[config.mk]
export PLATFORM = sky130hd
export DESIGN_NAME = dac_drv_regs
export DESIGN_NICKNAME = d
export VERILOG_FILES = /design/src/hw/dac_drv_pkg.sv /design/src/hw/dac_drv_regs.sv /design/src/hw/reg_field_guard.sv
export VERILOG_INCLUDE_DIRS = /design/src /design/src/hw
export SDC_FILE = /design/constraint.sdc
export NUM_CORES = 1
export LEC_CHECK = 0
export ABC_CLOCK_PERIOD_IN_PS = 1000
export BUFFER_PORTS_ARGS = -buffer_cell sky130_fd_sc_hd__buf_2
export CORE_MARGIN = 3
export CORE_UTILIZATION = 45
export CTS_CLUSTER_SIZE = 16
export DETAILED_ROUTE_END_ITERATION = 8
export GPL_TIMING_DRIVEN = 0
export PLACE_DENSITY = 0.75
export SETUP_SLACK_MARGIN = 0.15
export SLEW_MARGIN = 10
export SYNTH_ARGS = -nofsm -noshare
export SYNTH_HDL_FRONTEND = slang
export SYNTH_HIERARCHICAL = 1
export SYNTH_SLANG_ARGS = --single-unit
[constraint.sdc]
create_clock -name mclk -period 1 [get_ports mclk]
set_input_delay 0 -clock mclk [delete_from_list [all_inputs] [get_ports mclk]]
set_output_delay 0 -clock mclk [all_outputs]
set_load 0.01 [all_outputs]
[src/hw/dac_drv_cfg.svh]
/*
 * constants for the dac output driver control register bank:
 * offsets, field positions, reset values.
 * assumes an 8-bit register port with 7-bit page-0 addresses.
 */
`ifndef DAC_DRV_CFG_SVH
`define DAC_DRV_CFG_SVH

// register offsets (page 0)
`define ADDR_ADC_FLAG      7'h24
`define ADDR_DAC_POWER     7'h25
`define ADDR_HP_DRV_CTRL   7'h26
`define ADDR_RESERVED      7'h27
`define ADDR_OUT_STAGE     7'h28

// dac power register fields
`define DPWR_LEFT_BIT      7
`define DPWR_RIGHT_BIT     6
`define DPWR_LCOM_HI       5
`define DPWR_LCOM_LO       4
`define DPWR_WMASK         8'hf0

// high-power driver control fields
`define HPC_RCOM_HI        5
`define HPC_RCOM_LO        3
`define HPC_SCP_EN_BIT     2
`define HPC_SCP_MODE_BIT   1
`define HPC_WMASK          8'h3e

// output stage fields
`define OST_CM_HI          7
`define OST_CM_LO          6
`define OST_STEP_HI        1
`define OST_STEP_LO        0
`define OST_WMASK          8'hc3

// reset values
`define RST_DAC_POWER      8'h00
`define RST_HP_DRV_CTRL    8'h00
`define RST_OUT_STAGE      8'h00
`define RST_RESERVED       8'h00

`endif

[src/hw/dac_drv_pkg.sv]
/*
 * types for the dac output driver control register bank.
 * assumes nothing beyond the cfg header for numbers.
 */
package dac_drv_pkg;
	// left common terminal configuration
	typedef enum logic [1:0] {
		LCOM_DIFF,
		LCOM_CONST_CM,
		LCOM_SINGLE,
		LCOM_RSVD
	} lcom_mode_type;
	// right common terminal configuration
	typedef enum logic [2:0] {
		RCOM_DIFF,
		RCOM_CONST_CM,
		RCOM_SINGLE,
		RCOM_DIFF_LCOM,
		RCOM_EXT_FB,
		RCOM_RSVD5,
		RCOM_RSVD6,
		RCOM_RSVD7
	} rcom_mode_type;
	// output common-mode level 1.35/1.5/1.65/1.8 V
	typedef enum logic [1:0] {
		CM_1V35,
		CM_1V50,
		CM_1V65,
		CM_1V80
	} cm_level_type;
	// soft-stepping rate
	typedef enum logic [1:0] {
		STEP_EVERY_FS,
		STEP_EVERY_2FS,
		STEP_OFF,
		STEP_RSVD
	} step_rate_type;
endpackage

[src/hw/dac_drv_regs.sv]
/*
 * dac output driver control registers, page 0 offsets 36..40.
 * assumes a host-side control bus front end on the same clock that
 * presents one-cycle write strobes and combinational read address.
 */
// Summary of operation
// - bit 7 powers left dac up
// - bit 6 powers right dac up
// - left common terminal mode, 11 reserved
// - reserved nibbles store and read zero
// - high-power bits 7..6 read zero
// - right common terminal five modes decoded
// - bit 2 enables short protection, all drivers
// - bit 1 selects protection behaviour
// - high-power bit 0 reads zero
// - register 39 reads zero, ignores writes
// - common-mode level 1.35 to 1.8 V
// - soft-step rate, 11 reserved
`timescale 1ns/1ps
`include "dac_drv_cfg.svh"
module dac_drv_regs (
	// clock and reset
	input  wire logic                        mclk,
	input  wire logic                        rst,
	// register port
	input  wire logic [6:0]                  reg_addr,
	input  wire logic                        reg_wr,
	input  wire logic [7:0]                  reg_wdata,
	output logic      [7:0]                  reg_rdata,
	// adc flags shown at offset 36
	input  wire logic [7:0]                  adc_flags,
	// dac power
	output logic                             left_dac_on,
	output logic                             right_dac_on,
	// driver configuration
	output dac_drv_pkg::lcom_mode_type       left_common_terminal_mode,
	output dac_drv_pkg::rcom_mode_type       right_common_terminal_mode,
	output logic                             right_cm_feedback,
	// short-circuit protection
	output logic                             scp_enable,
	output logic                             scp_limit_current,
	output logic                             scp_auto_power_down,
	// output stage
	output dac_drv_pkg::cm_level_type        common_mode_level,
	output logic                             step_enable,
	output logic                             step_every_two
);
	import dac_drv_pkg::*;

	logic [7:0]    dac_power;   // offset 37 storage
	logic [7:0]    hp_drv_ctrl; // offset 38 storage
	logic [7:0]    out_stage;   // offset 40 storage
	logic [7:0]    wmask;       // writable bits of addressed reg
	logic [7:0]    fdata;       // filtered write data
	step_rate_type step_rate;   // soft-step code held at offset 40

	// writable mask decode for the addressed register
	function automatic logic [7:0] mask_of(input logic [6:0] a);
		if (a == `ADDR_DAC_POWER) begin
			mask_of = `DPWR_WMASK;
		end else if (a == `ADDR_HP_DRV_CTRL) begin
			mask_of = `HPC_WMASK;
		end else if (a == `ADDR_OUT_STAGE) begin
			mask_of = `OST_WMASK;
		end else begin
			mask_of = 8'h00; // flags and reserved slot take nothing
		end
	endfunction

	assign wmask = mask_of(reg_addr);

	// strip reserved bits before storing
	reg_field_guard guard (
		.wdata (reg_wdata),
		.wmask (wmask),
		.fdata (fdata)
	);

	// dac power and left terminal register
	always_ff @(posedge mclk or posedge rst) begin
		if (rst) begin
			dac_power <= `RST_DAC_POWER;
		end else if (reg_wr && reg_addr == `ADDR_DAC_POWER) begin
			dac_power <= fdata;
		end
	end

	// high-power driver control register
	always_ff @(posedge mclk or posedge rst) begin
		if (rst) begin
			hp_drv_ctrl <= `RST_HP_DRV_CTRL;
		end else if (reg_wr && reg_addr == `ADDR_HP_DRV_CTRL) begin
			hp_drv_ctrl <= fdata;
		end
	end

	// output stage register
	always_ff @(posedge mclk or posedge rst) begin
		if (rst) begin
			out_stage <= `RST_OUT_STAGE;
		end else if (reg_wr && reg_addr == `ADDR_OUT_STAGE) begin
			out_stage <= fdata;
		end
	end

	// read mux; unmapped offsets read zero
	always_comb begin
		if (reg_addr == `ADDR_ADC_FLAG) begin
			reg_rdata = adc_flags;
		end else if (reg_addr == `ADDR_DAC_POWER) begin
			reg_rdata = dac_power;
		end else if (reg_addr == `ADDR_HP_DRV_CTRL) begin
			reg_rdata = hp_drv_ctrl;
		end else if (reg_addr == `ADDR_RESERVED) begin
			reg_rdata = `RST_RESERVED;
		end else if (reg_addr == `ADDR_OUT_STAGE) begin
			reg_rdata = out_stage;
		end else begin
			reg_rdata = 8'h00;
		end
	end

	assign left_dac_on  = dac_power[`DPWR_LEFT_BIT];
	assign right_dac_on = dac_power[`DPWR_RIGHT_BIT];

	assign left_common_terminal_mode =
		lcom_mode_type'(dac_power[`DPWR_LCOM_HI:`DPWR_LCOM_LO]);

	assign right_common_terminal_mode =
		rcom_mode_type'(hp_drv_ctrl[`HPC_RCOM_HI:`HPC_RCOM_LO]);

	// external feedback puts right terminal at common mode
	assign right_cm_feedback = (right_common_terminal_mode == RCOM_EXT_FB);

	// one enable for every high-power driver
	assign scp_enable = hp_drv_ctrl[`HPC_SCP_EN_BIT];

	assign scp_limit_current   = scp_enable &
	                             ~hp_drv_ctrl[`HPC_SCP_MODE_BIT];
	assign scp_auto_power_down = scp_enable &
	                             hp_drv_ctrl[`HPC_SCP_MODE_BIT];

	assign common_mode_level =
		cm_level_type'(out_stage[`OST_CM_HI:`OST_CM_LO]);

	// soft-step decode; reserved 11 treated as disabled
	assign step_rate      =
		step_rate_type'(out_stage[`OST_STEP_HI:`OST_STEP_LO]);
	assign step_enable    = (step_rate == STEP_EVERY_FS) ||
	                        (step_rate == STEP_EVERY_2FS);
	assign step_every_two = (step_rate == STEP_EVERY_2FS);

	a_dpwr_rsvd_zero: assert property (@(posedge mclk)
		disable iff (rst) (dac_power & ~`DPWR_WMASK) == 8'h00)
		else $error("dac power low nibble set");
	a_hpc_rsvd_zero: assert property (@(posedge mclk)
		disable iff (rst) (hp_drv_ctrl & ~`HPC_WMASK) == 8'h00)
		else $error("driver ctrl reserved bits set");
	a_ost_rsvd_zero: assert property (@(posedge mclk)
		disable iff (rst) (out_stage & ~`OST_WMASK) == 8'h00)
		else $error("output stage reserved set");
	a_left_power_wr: assert property (@(posedge mclk)
		disable iff (rst) reg_wr && reg_addr == `ADDR_DAC_POWER |=>
		left_dac_on == $past(reg_wdata[`DPWR_LEFT_BIT]))
		else $error("left dac power not written");
	a_right_power_wr: assert property (@(posedge mclk)
		disable iff (rst) reg_wr && reg_addr == `ADDR_DAC_POWER |=>
		right_dac_on == $past(reg_wdata[`DPWR_RIGHT_BIT]))
		else $error("right dac power not written");
	a_left_mode_wr: assert property (@(posedge mclk)
		disable iff (rst) reg_wr && reg_addr == `ADDR_DAC_POWER |=>
		left_common_terminal_mode ==
		$past(reg_wdata[`DPWR_LCOM_HI:`DPWR_LCOM_LO]))
		else $error("left terminal mode not written");
	a_scp_mode_excl: assert property (@(posedge mclk)
		disable iff (rst) !(scp_limit_current && scp_auto_power_down) &&
		(scp_enable == (scp_limit_current | scp_auto_power_down)))
		else $error("protection mode decode wrong");
	a_scp_mode_wr: assert property (@(posedge mclk)
		disable iff (rst) reg_wr && reg_addr == `ADDR_HP_DRV_CTRL |=>
		scp_auto_power_down == ($past(reg_wdata[`HPC_SCP_EN_BIT]) &&
		$past(reg_wdata[`HPC_SCP_MODE_BIT])))
		else $error("protection mode not written");
	a_rsvd_slot_zero: assert property (@(posedge mclk)
		disable iff (rst) reg_addr == `ADDR_RESERVED |-> reg_rdata == 8'h00)
		else $error("reserved register not zero");
	a_rsvd_slot_wr: assert property (@(posedge mclk)
		disable iff (rst) reg_wr && reg_addr == `ADDR_RESERVED |=>
		$stable(dac_power) && $stable(hp_drv_ctrl) &&
		$stable(out_stage))
		else $error("reserved register write stored");
	a_scp_en_wr: assert property (@(posedge mclk)
		disable iff (rst) reg_wr && reg_addr == `ADDR_HP_DRV_CTRL |=>
		scp_enable == $past(reg_wdata[`HPC_SCP_EN_BIT]))
		else $error("protection enable not written");
	a_cm_level_wr: assert property (@(posedge mclk)
		disable iff (rst) reg_wr && reg_addr == `ADDR_OUT_STAGE |=>
		common_mode_level == $past(reg_wdata[`OST_CM_HI:`OST_CM_LO]))
		else $error("common mode level not written");
	a_step_two_wr: assert property (@(posedge mclk)
		disable iff (rst) reg_wr && reg_addr == `ADDR_OUT_STAGE |=>
		step_every_two == ($past(reg_wdata[`OST_STEP_HI:`OST_STEP_LO])
		== STEP_EVERY_2FS))
		else $error("soft-step rate not written");
	// right mode only moves on a write
	a_rcom_hold: assert property (@(posedge mclk)
		disable iff (rst) !(reg_wr && reg_addr == `ADDR_HP_DRV_CTRL) |=>
		$stable(right_common_terminal_mode))
		else $error("right terminal mode changed without write");

	// main scenarios worth seeing at least once
	c_both_dacs_on: cover property (@(posedge mclk) disable iff (rst)
		left_dac_on && right_dac_on);
	c_rsvd_write: cover property (@(posedge mclk) disable iff (rst)
		reg_wr && reg_addr == `ADDR_RESERVED);
	c_auto_down: cover property (@(posedge mclk) disable iff (rst)
		scp_auto_power_down);
	c_ext_fb: cover property (@(posedge mclk) disable iff (rst)
		right_cm_feedback);
	c_step_two: cover property (@(posedge mclk) disable iff (rst)
		step_every_two);
endmodule

[src/hw/reg_field_guard.sv]
/*
 * write filter for one 8-bit register: keeps only writable bits,
 * forces reserved bits to zero.
 * assumes the caller supplies the writable-bit mask.
 */
`timescale 1ns/1ps
module reg_field_guard (
	// data in
	input  wire logic [7:0] wdata,
	input  wire logic [7:0] wmask,
	// filtered data
	output logic      [7:0] fdata
);
	// reserved bits never store, so they always read zero
	assign fdata = wdata & wmask;
endmodule

=== After elaboration in Yosys (flattened, before gate mapping) ===
Index checks and enable logic that the tools add are counted.

* Mux-type cells: 8
* Reductions and logical operators: 5
* Equality and inequality tests: 7
* Bitwise gates (word level): 4

{| class="wikitable"
|+ Operators with widths
! cell !! number
|-
| $mux W8 || 8
|-
| $eq A7 B6 Y1 const B || 5
|-
| $and A8 B8 Y8 || 1
|-
| $eq A3 B3 Y1 const B || 1
|-
| $logic_and A1 B1 Y1 || 3
|-
| $and A1 B1 Y1 || 2
|-
| $eq A2 B1 Y1 const B || 1
|-
| $logic_not A2 Y1 || 1
|-
| $logic_or A1 B1 Y1 || 1
|-
| $not A1 Y1 || 1
|}

* Logic and storage cells: 27
* Output and inout port bits: 23
* Flip-flop bits (word level): 24
* Bits of input ports: 26

=== Depth between registers and ports, before layout ===
Gate-level depths: netlist of run 1.

* Depth in word-level cells: 6
* Mapped depth: 6

=== Modules after synthesis ===
Netlist of run 1, hierarchy kept.

{| class="wikitable"
|+ Modules (own cells, without submodules)
! module !! times used !! cells each !! sequential area each (µm²) !! area each (µm²)
|-
| dac_drv_regs || 1 || 132 || 600.6 || 1488.9
|-
| reg_field_guard || 1 || 8 || 0.0 || 50.0
|}

=== Worst setup path before layout of run 1 ===
OpenSTA, ideal clock, no wires.

* Path type: in2reg
* From: in reg_addr[3]
* To: reg dac_power[0]
* Setup slack: -208 ps
* Data arrival time: 1083 ps
* Library setup time: 125 ps
* Stages on the path: 6
* Cells stage by stage: and2b_1 buf_4 nand3b_1 or2_1 buf_6 mux2_4

* Word-level cells in the longest chain between the ends: 5
* Elaborated cells between the ends (all ways): 8
* Classes of those cells: 3 x eq/ne; 3 x mux; 1 x bitwise; 1 x reduce/logical

{| class="wikitable"
|+ RTL lines
! what !! line !! text
|-
| from (decl) || dac_drv_regs.sv:26 || <nowiki>input wire logic [6:0] reg_addr,</nowiki>
|-
| $eq A7 B6 Y1 (no line) || -- ||
|-
| $mux W8 || dac_drv_regs.sv:63 || <nowiki>end else if (a == `ADDR_OUT_STAGE) begin</nowiki>
|-
| $mux W8 || dac_drv_regs.sv:61 || <nowiki>end else if (a == `ADDR_HP_DRV_CTRL) begin</nowiki>
|-
| $mux W8 || dac_drv_regs.sv:59 || <nowiki>if (a == `ADDR_DAC_POWER) begin</nowiki>
|-
| $and A8 B8 Y8 || reg_field_guard.sv:15 || <nowiki>assign fdata = wdata & wmask;</nowiki>
|-
| to (signal assigned) || dac_drv_regs.sv:82 || <nowiki>dac_power <= `RST_DAC_POWER;</nowiki>
|-
| to (signal assigned) || dac_drv_regs.sv:84 || <nowiki>dac_power <= fdata;</nowiki>
|-
| to (decl) || dac_drv_regs.sv:50 || <nowiki>logic [7:0] dac_power;</nowiki>
|}

Parallel ways exist; a longest one is shown, timed or not.
A chain may end at the register's enable or synchronous reset.

=== Worst setup path in the final report of run 1 ===
* From: reg dac_power[1]
* To: out reg_rdata[1]

* Word-level cells in the longest chain between the ends: 2

{| class="wikitable"
|+ RTL lines
! what !! line !! text
|-
| $mux W8 || dac_drv_regs.sv:110 || <nowiki>end else if (reg_addr == `ADDR_DAC_POWER) begin</nowiki>
|-
| $mux W8 || dac_drv_regs.sv:108 || <nowiki>if (reg_addr == `ADDR_ADC_FLAG) begin</nowiki>
|-
| to (decl) || dac_drv_regs.sv:29 || <nowiki>output logic [7:0] reg_rdata,</nowiki>
|}

No other way between the ends.

==> run metrics, run 1 <==
outcome=finished, violations left; failing checks=hold timing, setup timing; min-delay worst type=primary input to asynchronous set/reset pin; Critical Path End Type=primary output; Comb pwr share=0.152; fin crit period=roughly 1.5 ns; Row Count=20; final hold slack=-0.138 ns; global route total overflow=0; DRT iter0 DRCs=70; post-synthesis average cell area=roughly 11 um2; largest net degree at the start of global routing=25; clock share of power=0.362; first-pass GRT wire length=7.23 mm; area delta synth->final=57.5%; power share of the sequential group=0.486; # fillers=210; Net Sw Frac=0.235; crit path launch type=register; Area contributors post-synth=dfrtp_1 39%, mux2_4 16%, mux2_2 5.9%; unrepaired setup endpoints after global routing=true; TritonCTS clock tree=done; Slew Viols, Final=0; max_slew headroom=0.375; TritonRoute pass-1 iters=4; ANT nets after route=0; Worst VDD drop=0.000788 V; pre-CTS setup slack=-0.528 ns; Setup violations, final=26; Clk pin slew, worst setup/hold paths=0.15 ns; total power=2.00 mW; Int Power=1.53 mW; multi-input logic area=between 900 and 1000 um2; share of cells above drive strength 1=0.635; clock root buffer=clkbuf_4; starting density of the core=0.488; Tightest Pin Transition=0.936 ns; chip width=64.5 um; die height=between 60 and 70 um; clk_lat worst skew=0.31 ns; final net count=249; # placed instances=between 200 and 250; via count=1433; Net Count, Synth=166; dpl hpwl=2.82 mm; Yosys cell types=27; top-area cell type share of the netlist area=0.390; Final Cycle Share=1.48; CTS H-tree depth=1; Yosys reg bits=24; skew final=0 ns; die area=4160 um2; CTS Buf Count=3; CP Class=register to primary output; initial antenna violation count=0; storage element area=around 600 um2; final wirelength=roughly 4.8 mm; Overall Global Routing Usage=0.220; FMAX=slightly below 700 MHz; Placed Instance Area=~1900 um2; Via density=5.39; Critical Path Fanout Max=2; WP data arrival=about 1.5 ns; Post-Synthesis Cells=140; endpoints failing hold=24; n_diodes=0; Req. time, crit path=1.00 ns; CORE AREA=around 3200 um2; P_leak=1.31 nW; Finished Cell Area=roughly 2400 um2; gpl congestion=between 0.8 and 0.9; worst setup margin=-0.478 ns; sequential share of the synthesized area=0.390; Mapped Area=between 1500 and 2000 um2; maxcap violations=0; DRC Markers=0; WL/cell=between 15 and 20 um; clock tree sinks=24; cell taking the most area after synthesis=dfrtp_1; warnings from Yosys=6; Finished Layout Cells=~270; CTS Buffer Depth=2; Switch Pwr=471 uW; power density cells=between 800 and 900 nW/um2; vias in the first global route=1501; I/O Buffers=48; I/O pin count=49
[power groups by stage]
stage	Clock (mW)	Sequential, mW	Combinational [mW]
after floorplan	0	0.992	0.113
after global placement	0	0.992	0.199
after detailed placement	0	0.992	0.203
after CTS	0.729	0.974	0.267
after global routing	0.776	0.975	0.328
final	0.726	0.974	0.304
[logic make-up (layout without fill, tap and decap cells)]
| kind of cell | after synthesis | in the layout | synth area share |
|---|---|---|---|
| DFF | 24 | 24 | 0.390 |
| and+or+nand+nor | 41 | 41 | 0.166 |
| buffers and inverters | 18 | 100 | 0.0732 |
| AOI/OAI and AO/OA | 27 | 27 | 0.117 |
| muxes | 30 | 30 | 0.254 |
[state kept, by name, indices dropped and copies added (netlist names)]
signal,flops
dac_power,8
hp_drv_ctrl,8
out_stage,8
[timing repair]
item                                    4_1_cts  5_1_grt
resized for setup                            37       27
pin swaps                                    17       17
buffers inserted                             14       16
hold endpoints to repair                     24       24
endpoints found under the setup margin       47       47
[per-layer routing]
metal | part of all wire | global-route usage | vias up
met5 | 0 | 0 | -
met4 | 0.027 | 0.0528 | 0
met1 | 0.43 | 0.283 | 707
met3 | 0.050 | 0.0381 | 16
li1 | - | - | 648
met2 | 0.49 | 0.385 | 62
[cells in the final DEF (no fill, tap or decap), types with 7 or more instances in the layout]
cell type and n:
mux2_4 22, dfrtp_1 24, buf_4 21, buf_2 35
a21oi_1 7, buf_6 30, o22ai_1 8
[cell usage after synthesis]
master	n
dfrtp_1	24
mux2i_1	6
buf_1	1
nand2_1	3
o21ai_0	2
or2_2	1
and2_1	10
nor2_1	6
mux2_4	16
nor3b_4	1
clkbuf_1	3
inv_1	4
nand3b_1	2
buf_4	8
o211a_1	6
a21oi_1	9
o22ai_1	8
nand2b_1	1
mux2_2	8
nor3b_1	1
nand3_2	1
and2b_1	1
nand2_2	1
nor2b_1	11
buf_6	2
a22oi_1	2
or2_1	2
[worst max-delay path: stages, from the launching register on]
cell,delay [ns]
dfrtp_1,0.38
nor2b_1,0.19
mux2i_1,0.13
o22ai_1,0.18
o211a_1,0.16
buf_2,0.12
[path summary, 6_finish.rpt]
| check | to | cells past startpoint | startpoint | slack [ns] |
|---|---|---|---|---|
| max reg2reg | dac_power[5] | 4 | dac_power[5] | -0.11 |
| max in group asynchronous | dac_power[0] | 2 | rst | 0.57 |
| max | reg_rdata[1] | 5 | dac_power[1] | -0.48 |
| min in group mclk | hp_drv_ctrl[6] | 3 | reg_wdata[6] | 0.05 |
| min | dac_power[7] | 2 | rst | -0.14 |
| min reg2reg | out_stage[4] | 1 | out_stage[4] | 0.53 |
[per-stage QoR]
stage	TNS (ns)	utilization
3_3_place_gp	-13.09	0.590
3_5_place_dp	-13.79	0.590
4_1_cts	-3.43	0.700
6_report	-4.37	0.769
2_1_floorplan	-3.45	-
5_1_grt	-5.96	0.769
[layout make-up]
class | count | area share
multi-input combinational | 98 | 0.388
timing repair buffer | 78 | 0.253
sequential | 24 | 0.248
buffer | 14 | 0.0604
tap | 44 | 0.0227
clock inverter | 1 | 0.0124
clock buffer | 3 | 0.00929
inverter | 4 | 0.00620
No activity file was read; power rests on OpenSTA's default activity.
==> run 2: changes to the inputs <==
--- a/config.mk
+++ b/config.mk
@@ -6,7 +6,7 @@
 export SDC_FILE = /design/constraint.sdc
 export NUM_CORES = 1
 export LEC_CHECK = 0
-export ABC_CLOCK_PERIOD_IN_PS = 1000
+export ABC_CLOCK_PERIOD_IN_PS = 1470
 export BUFFER_PORTS_ARGS = -buffer_cell sky130_fd_sc_hd__buf_2
 export CORE_MARGIN = 3
 export CORE_UTILIZATION = 45
@@ -15,7 +15,7 @@
 export GPL_TIMING_DRIVEN = 0
 export PLACE_DENSITY = 0.75
 export SETUP_SLACK_MARGIN = 0.15
-export SLEW_MARGIN = 10
+export SLEW_MARGIN = 25
 export SYNTH_ARGS = -nofsm -noshare
 export SYNTH_HDL_FRONTEND = slang
 export SYNTH_HIERARCHICAL = 1
==> constraint.sdc (replaced) <==
create_clock -name mclk -period 1.47 [get_ports mclk]
set_input_delay 0 -clock mclk [delete_from_list [all_inputs] [get_ports mclk]]
set_output_delay 0 -clock mclk [all_outputs]
set_load 0.01 [all_outputs]
==> run metrics, run 2 (same netlist as run 1, synthesis figures left out) <==
CP Buf/Inv Count=1 (unchanged); vias in the first global route=1414 (was 1501); unrepaired setup endpoints after global routing=true (unchanged); pre-CTS setup slack=-0.0879 ns (was -0.528 ns); chip width=64.5 um (unchanged); TritonCTS clock tree=done (unchanged); die height=64.5 um (unchanged); Setup violations, final=0 (was 26); final wirelength=3.98 mm (was 4.78 mm); max_slew headroom=0.395 (was 0.375); Finished Cell Area=1990 um2 (was 2420 um2); P_leak=1.12 nW (was 1.31 nW); FMAX=696 MHz; Critical Path End Type=primary output (unchanged); final hold slack=0.0560 ns (was -0.138 ns); endpoints failing hold=0 (was 24); outcome=complete, no violations (was finished, violations left); CTS Buffer Depth=2 (unchanged); via count=1302 (was 1433); Row Count=20 (unchanged); I/O pin count=49 (unchanged); final net count=230 (was 249); FF-to-FF setup slack=0.47 ns (was -0.11 ns); skew final=0 ns (unchanged); worst setup margin=0.0326 ns (was -0.478 ns); hold endpoint=hp_drv_ctrl[1]; dpl hpwl=2.79 mm (was 2.82 mm); worst r2r path cells=3 (was 4); worst-path cell chain=nor2b_1 > mux2i_1 > o22ai_1 > o211a_1 > buf_2 (unchanged); share of cells above drive strength 1=0.512 (was 0.635); clk_lat worst skew=0.32 ns (was 0.31 ns); biggest regs=dac_power x8, hp_drv_ctrl x8, out_stage x8 (unchanged); CORE AREA=3150 um2 (unchanged); initial antenna violation count=0 (unchanged); crit path launch type=register (unchanged); starting density of the core=0.488 (unchanged); Via density=5.27 (was 5.39); slowest cell on the critical path=dfrtp_1 (unchanged); Req. time, crit path=1.47 ns (was 1.00 ns); Worst VDD drop=0.000379 V (was 0.000788 V); largest net degree at the start of global routing=25 (unchanged); n_diodes=0 (unchanged); final core utilization=0.630 (was 0.769); WHS Path Cells=3; maxcap violations=0 (unchanged); Slew Viols, Final=0 (unchanged); clock root buffer=clkbuf_4 (unchanged); CTS H-tree depth=1 (unchanged); DRC Markers=0 (unchanged); Critical R2R Capture=dac_power[7] (was dac_power[5]); power density cells=648 nW/um2 (was 827 nW/um2); clock tree sinks=24 (unchanged); commonest non-fill, non-tap cell in the layout=buf_2 (unchanged); DRT iter0 DRCs=48 (was 70); min-delay worst type=primary input to register (was primary input to asynchronous set/reset pin); commonest cells after routing, fill and taps aside=48 x buf_2, 24 x dfrtp_1, 18 x buf_4, 16 x mux2_4, 10 x and2_1 (was 35 x buf_2, 30 x buf_6, 24 x dfrtp_1, 22 x mux2_4, 21 x buf_4); ANT nets after route=0 (unchanged); global route total overflow=0 (unchanged); Overall Global Routing Usage=0.207 (was 0.220); I/O Buffers=48 (unchanged); Clk pin slew, worst setup/hold paths=0.14 ns (was 0.15 ns); Placed Instance Area=1830 um2 (was 1860 um2); hold path startpoint=reg_wdata[1]; WL/cell=16.1 um (was 18.0 um); fin crit period=about 1.4 ns; r2r startpoint=dac_power[7] (was dac_power[5]); first-pass GRT wire length=6.62 mm (was 7.23 mm); area delta synth->final=29.0% (was 57.5%); CTS Buf Count=3 (unchanged); TritonRoute pass-1 iters=4 (unchanged); CP max stage delay=0.37 ns (was 0.38 ns); die area=4160 um2 (unchanged); CP delay by family, top=compound AO/OA/AOI/OAI gates (was flip-flops); WP data arrival=1.44 ns (was 1.48 ns); Final Cycle Share=0.978; CP Class=register to primary output (unchanged); Tightest Pin Transition=0.906 ns (was 0.936 ns); gpl congestion=0.777 (was 0.806); Critical Path Fanout Max=2 (unchanged)
[run 2: cell count changes in the layout (fill, tap and decap cells not counted), sizes merged]
cell / before / now
buf: 90 / 69
clkbuf: 5 / 6
dlygate4sd3: 0 / 1
[run 2: timing repair]
| item | in CTS | in global routing |
|---|---|---|
| hold endpoints to repair | 24 | 0 |
| gates resized for setup | 1 | 4 |
| pin swaps | 0 | 6 |
| setup buffers | 6 | 4 |
| setup endpoints to repair | 8 | 8 |
| hold buffers | 1 | 0 |
[run 2: tightest hold or removal path, cell delays in order]
cell,delay [ns]
buf_2,0.07
and2_1,0.14
mux2_4,0.14
[run 2: metal layers]
layer  vias to the layer above  global-route usage  share of wire
met5                         -                   0              0
met4                         0              0.0686          0.024
met3                        10              0.0277          0.049
met2                        45               0.374           0.51
met1                       633               0.254           0.41
li1                        614                   -              -
[run 2: final cells by class]
class	instances	area (um2)
clock inverter	1	30.0
timing repair buffer	59	325
sequential	24	601
inverter	4	15.0
clock buffer	3	22.5
multi-input combinational	98	838
tap	44	55.1
buffer	14	98.8
fill	285	1170
[run 2: per-stage QoR]
stage,setup TNS [ns],cells,power [mW]
3_3_place_gp,-0.825,232,0.801
4_1_cts,0,243,1.29
3_5_place_dp,-1.80,232,0.805
6_report,0,247,1.29
2_1_floorplan,0,140,0.744
5_1_grt,-0.268,247,1.34
[run 2: power breakdown]
group	switching (mW)	total, mW	internal [mW]
registers	0.000898	0.662	0.661
logic	0.0791	0.135	0.0563
clock network	0.213	0.489	0.276
[run 2: worst max-delay path by stage]
stage | start | end | slack [ns] | cells after the start
6_report | dac_power[1] | reg_rdata[1] | 0.03 | 5
3_5_place_dp | reg_addr[4] | dac_power[1] | -0.09 | 6
2_1_floorplan | reg_addr[3] | dac_power[0] | 0.26 | 6
3_3_place_gp | reg_addr[1] | out_stage[4] | -0.05 | 6
5_1_grt | dac_power[5] | reg_rdata[5] | -0.07 | 5
4_1_cts | dac_power[5] | reg_rdata[5] | 0.03 | 5
==> run 3: changes to the inputs <==
--- a/config.mk
+++ b/config.mk
@@ -14,6 +14,7 @@
 export DETAILED_ROUTE_END_ITERATION = 8
 export GPL_TIMING_DRIVEN = 0
 export PLACE_DENSITY = 0.75
+export RECOVER_POWER = 25
 export SETUP_SLACK_MARGIN = 0.15
 export SLEW_MARGIN = 25
 export SYNTH_ARGS = -nofsm -noshare
==> run metrics, run 3 (same netlist as run 1, synthesis figures left out) <==
die height=64.5 um (unchanged); ANT nets after route=0 (unchanged); multi-input logic area=838 um2 (unchanged); I/O Buffers=48 (unchanged); DRT iter0 DRCs=45 (was 48); area delta synth->final=28.5% (was 29.0%); Worst VDD drop=0.000379 V (about the same); initial antenna violation count=0 (unchanged); Critical R2R Capture=dac_power[7] (unchanged); clock tree sinks=24 (unchanged); WL/cell=16.0 um (was 16.1 um); commonest cells after routing, fill and taps aside=41 x buf_2, 24 x dfrtp_1, 16 x mux2_4, 15 x buf_4, 10 x and2_1 (was 48 x buf_2, 24 x dfrtp_1, 18 x buf_4, 16 x mux2_4, 10 x and2_1); power density cells=651 nW/um2 (was 648 nW/um2); TritonRoute pass-1 iters=4 (unchanged); I/O pin count=49 (unchanged); fin crit period=1.43 ns (was 1.44 ns); CP delay by family, top=compound AO/OA/AOI/OAI gates (unchanged); die area=4160 um2 (unchanged); DRC Markers=0 (unchanged); global route total overflow=0 (unchanged); CTS H-tree depth=1 (unchanged); n_diodes=0 (unchanged); dpl hpwl=2.79 mm (unchanged); final core utilization=0.627 (was 0.630); CORE AREA=3150 um2 (unchanged); Row Count=20 (unchanged); TritonCTS clock tree=done (unchanged); Tightest Pin Transition=0.906 ns (about the same); FF-to-FF setup slack=0.47 ns (about the same); Via density=5.27 (unchanged); gpl congestion=0.777 (unchanged); Slew Viols, Final=0 (unchanged); maxcap violations=0 (unchanged); Critical Path Fanout Max=2 (unchanged); slowest cell on the critical path=dfrtp_1 (unchanged); WP data arrival=1.43 ns (was 1.44 ns); Setup TNS Final=0 ns (unchanged); Overall Global Routing Usage=0.207 (unchanged); crit path launch type=register (unchanged); CP Class=register to primary output (unchanged); final wirelength=3.95 mm (was 3.98 mm); CP Buf/Inv Count=1 (unchanged); FMAX=697 MHz (was 696 MHz); worst r2r path cells=3 (unchanged); outcome=complete, no violations (unchanged); Critical Path End Type=primary output (unchanged); final net count=230 (unchanged); number of stages on the worst setup path=5 (unchanged); chip width=64.5 um (unchanged); Critical path origin=dac_power[1] (unchanged); CTS Buffer Depth=2 (unchanged); share of cells above drive strength 1=0.478 (was 0.512); max_slew headroom=0.395 (about the same); starting density of the core=0.488 (unchanged); P_leak=1.09 nW (was 1.12 nW); largest net degree at the start of global routing=25 (unchanged); Clk pin slew, worst setup/hold paths=0.14 ns (about the same); skew final=0 ns (unchanged); via count=1302 (unchanged); Worst setup endpoint=reg_rdata[1] (unchanged); clk_lat worst skew=0.32 ns (about the same); Setup violations, final=0 (unchanged); vias in the first global route=1414 (unchanged); commonest non-fill, non-tap cell in the layout=buf_2 (unchanged); Final Cycle Share=0.976 (was 0.978); min-delay worst type=primary input to register (unchanged); CTS Buf Count=3 (unchanged); Req. time, crit path=1.47 ns (about the same); first-pass GRT wire length=6.62 mm (unchanged); unrepaired setup endpoints after global routing=true (unchanged); CP max stage delay=0.37 ns (about the same); r2r startpoint=dac_power[7] (unchanged); clock root buffer=clkbuf_4 (unchanged); worst-path cell chain=nor2b_1 > mux2i_1 > o22ai_1 > o211a_1 > buf_2 (unchanged); # fillers=288 (was 285); storage element area=601 um2 (unchanged); endpoints failing hold=0 (unchanged); biggest regs=dac_power x8, hp_drv_ctrl x8, out_stage x8 (unchanged)
## run 3: changes by cell type in the layout (fill, tap and decap cells not counted), sizes merged
| cell | delta |
|---|---|
| buf | -10 |
| clkbuf | +10 |
## run 3: repair_timing
action                                  CTS  global route
endpoints found under the hold margin    24             0
pin swaps                                 0             6
buffers inserted                          6             4
gates resized for setup                   1             4
endpoints found under the setup margin    8             8
gates cloned                              0             0
hold buffers                              1             0
## run 3: worst min-delay path by stage
| stage | depth (start not counted) | from | end | slack (ns) |
|---|---|---|---|---|
| after global routing | 3 | reg_wdata[1] | dac_power[1] | 0.06 |
| after detailed placement | 2 | rst | dac_power[7] | 0.24 |
| after floorplan | 1 | rst | dac_power[0] | 0.01 |
| after CTS | 3 | reg_wdata[1] | hp_drv_ctrl[1] | 0.06 |
| after global placement | 2 | rst | dac_power[7] | 0.23 |
| final | 3 | reg_wdata[1] | hp_drv_ctrl[1] | 0.06 |
## run 3: routing by layer
| metal | vias to the layer above | global-route usage | part of all wire |
|---|---|---|---|
| met5 | - | 0 | 0 |
| met3 | 10 | 0.0277 | 0.051 |
| met1 | 631 | 0.254 | 0.41 |
| met4 | 0 | 0.0686 | 0.024 |
| met2 | 47 | 0.374 | 0.52 |
| li1 | 614 | - | - |
## run 3: final cells by class
class / count / share of cell area
Buffer: 14 / 0.0500
Clock buffer: 3 / 0.0114
Clock inverter: 1 / 0.0152
Inverter: 4 / 0.00759
Multi-Input combinational cell: 98 / 0.424
Sequential cell: 24 / 0.304
Tap cell: 44 / 0.0278
Timing Repair Buffer: 59 / 0.160
## run 3: through the flow
step	area [um2]	setup WS (ns)	instances	hold slack (ns)	total power [mW]
floorplan	1540	0.262	140	0.0146	0.744
global placement	1830	-0.0545	232	0.234	0.801
detailed placement	1830	-0.0879	232	0.237	0.805
CTS	1940	0.0301	243	0.0562	1.29
global route	1980	-0.0683	247	0.0598	1.34
finish	1980	0.0353	247	0.0566	1.29
## run 3: power by group
part	leakage (nW)	switching [mW]	internal, mW
combinational	0.727	0.0788	0.0562
clock	0.0279	0.213	0.276
sequential	0.335	0.000897	0.661
total	1.09	0.293	0.994
## run 3: worst min-delay path, cell delays in order
cell	delay [ns]
buf_2	0.07
and2_1	0.14
mux2_4	0.14
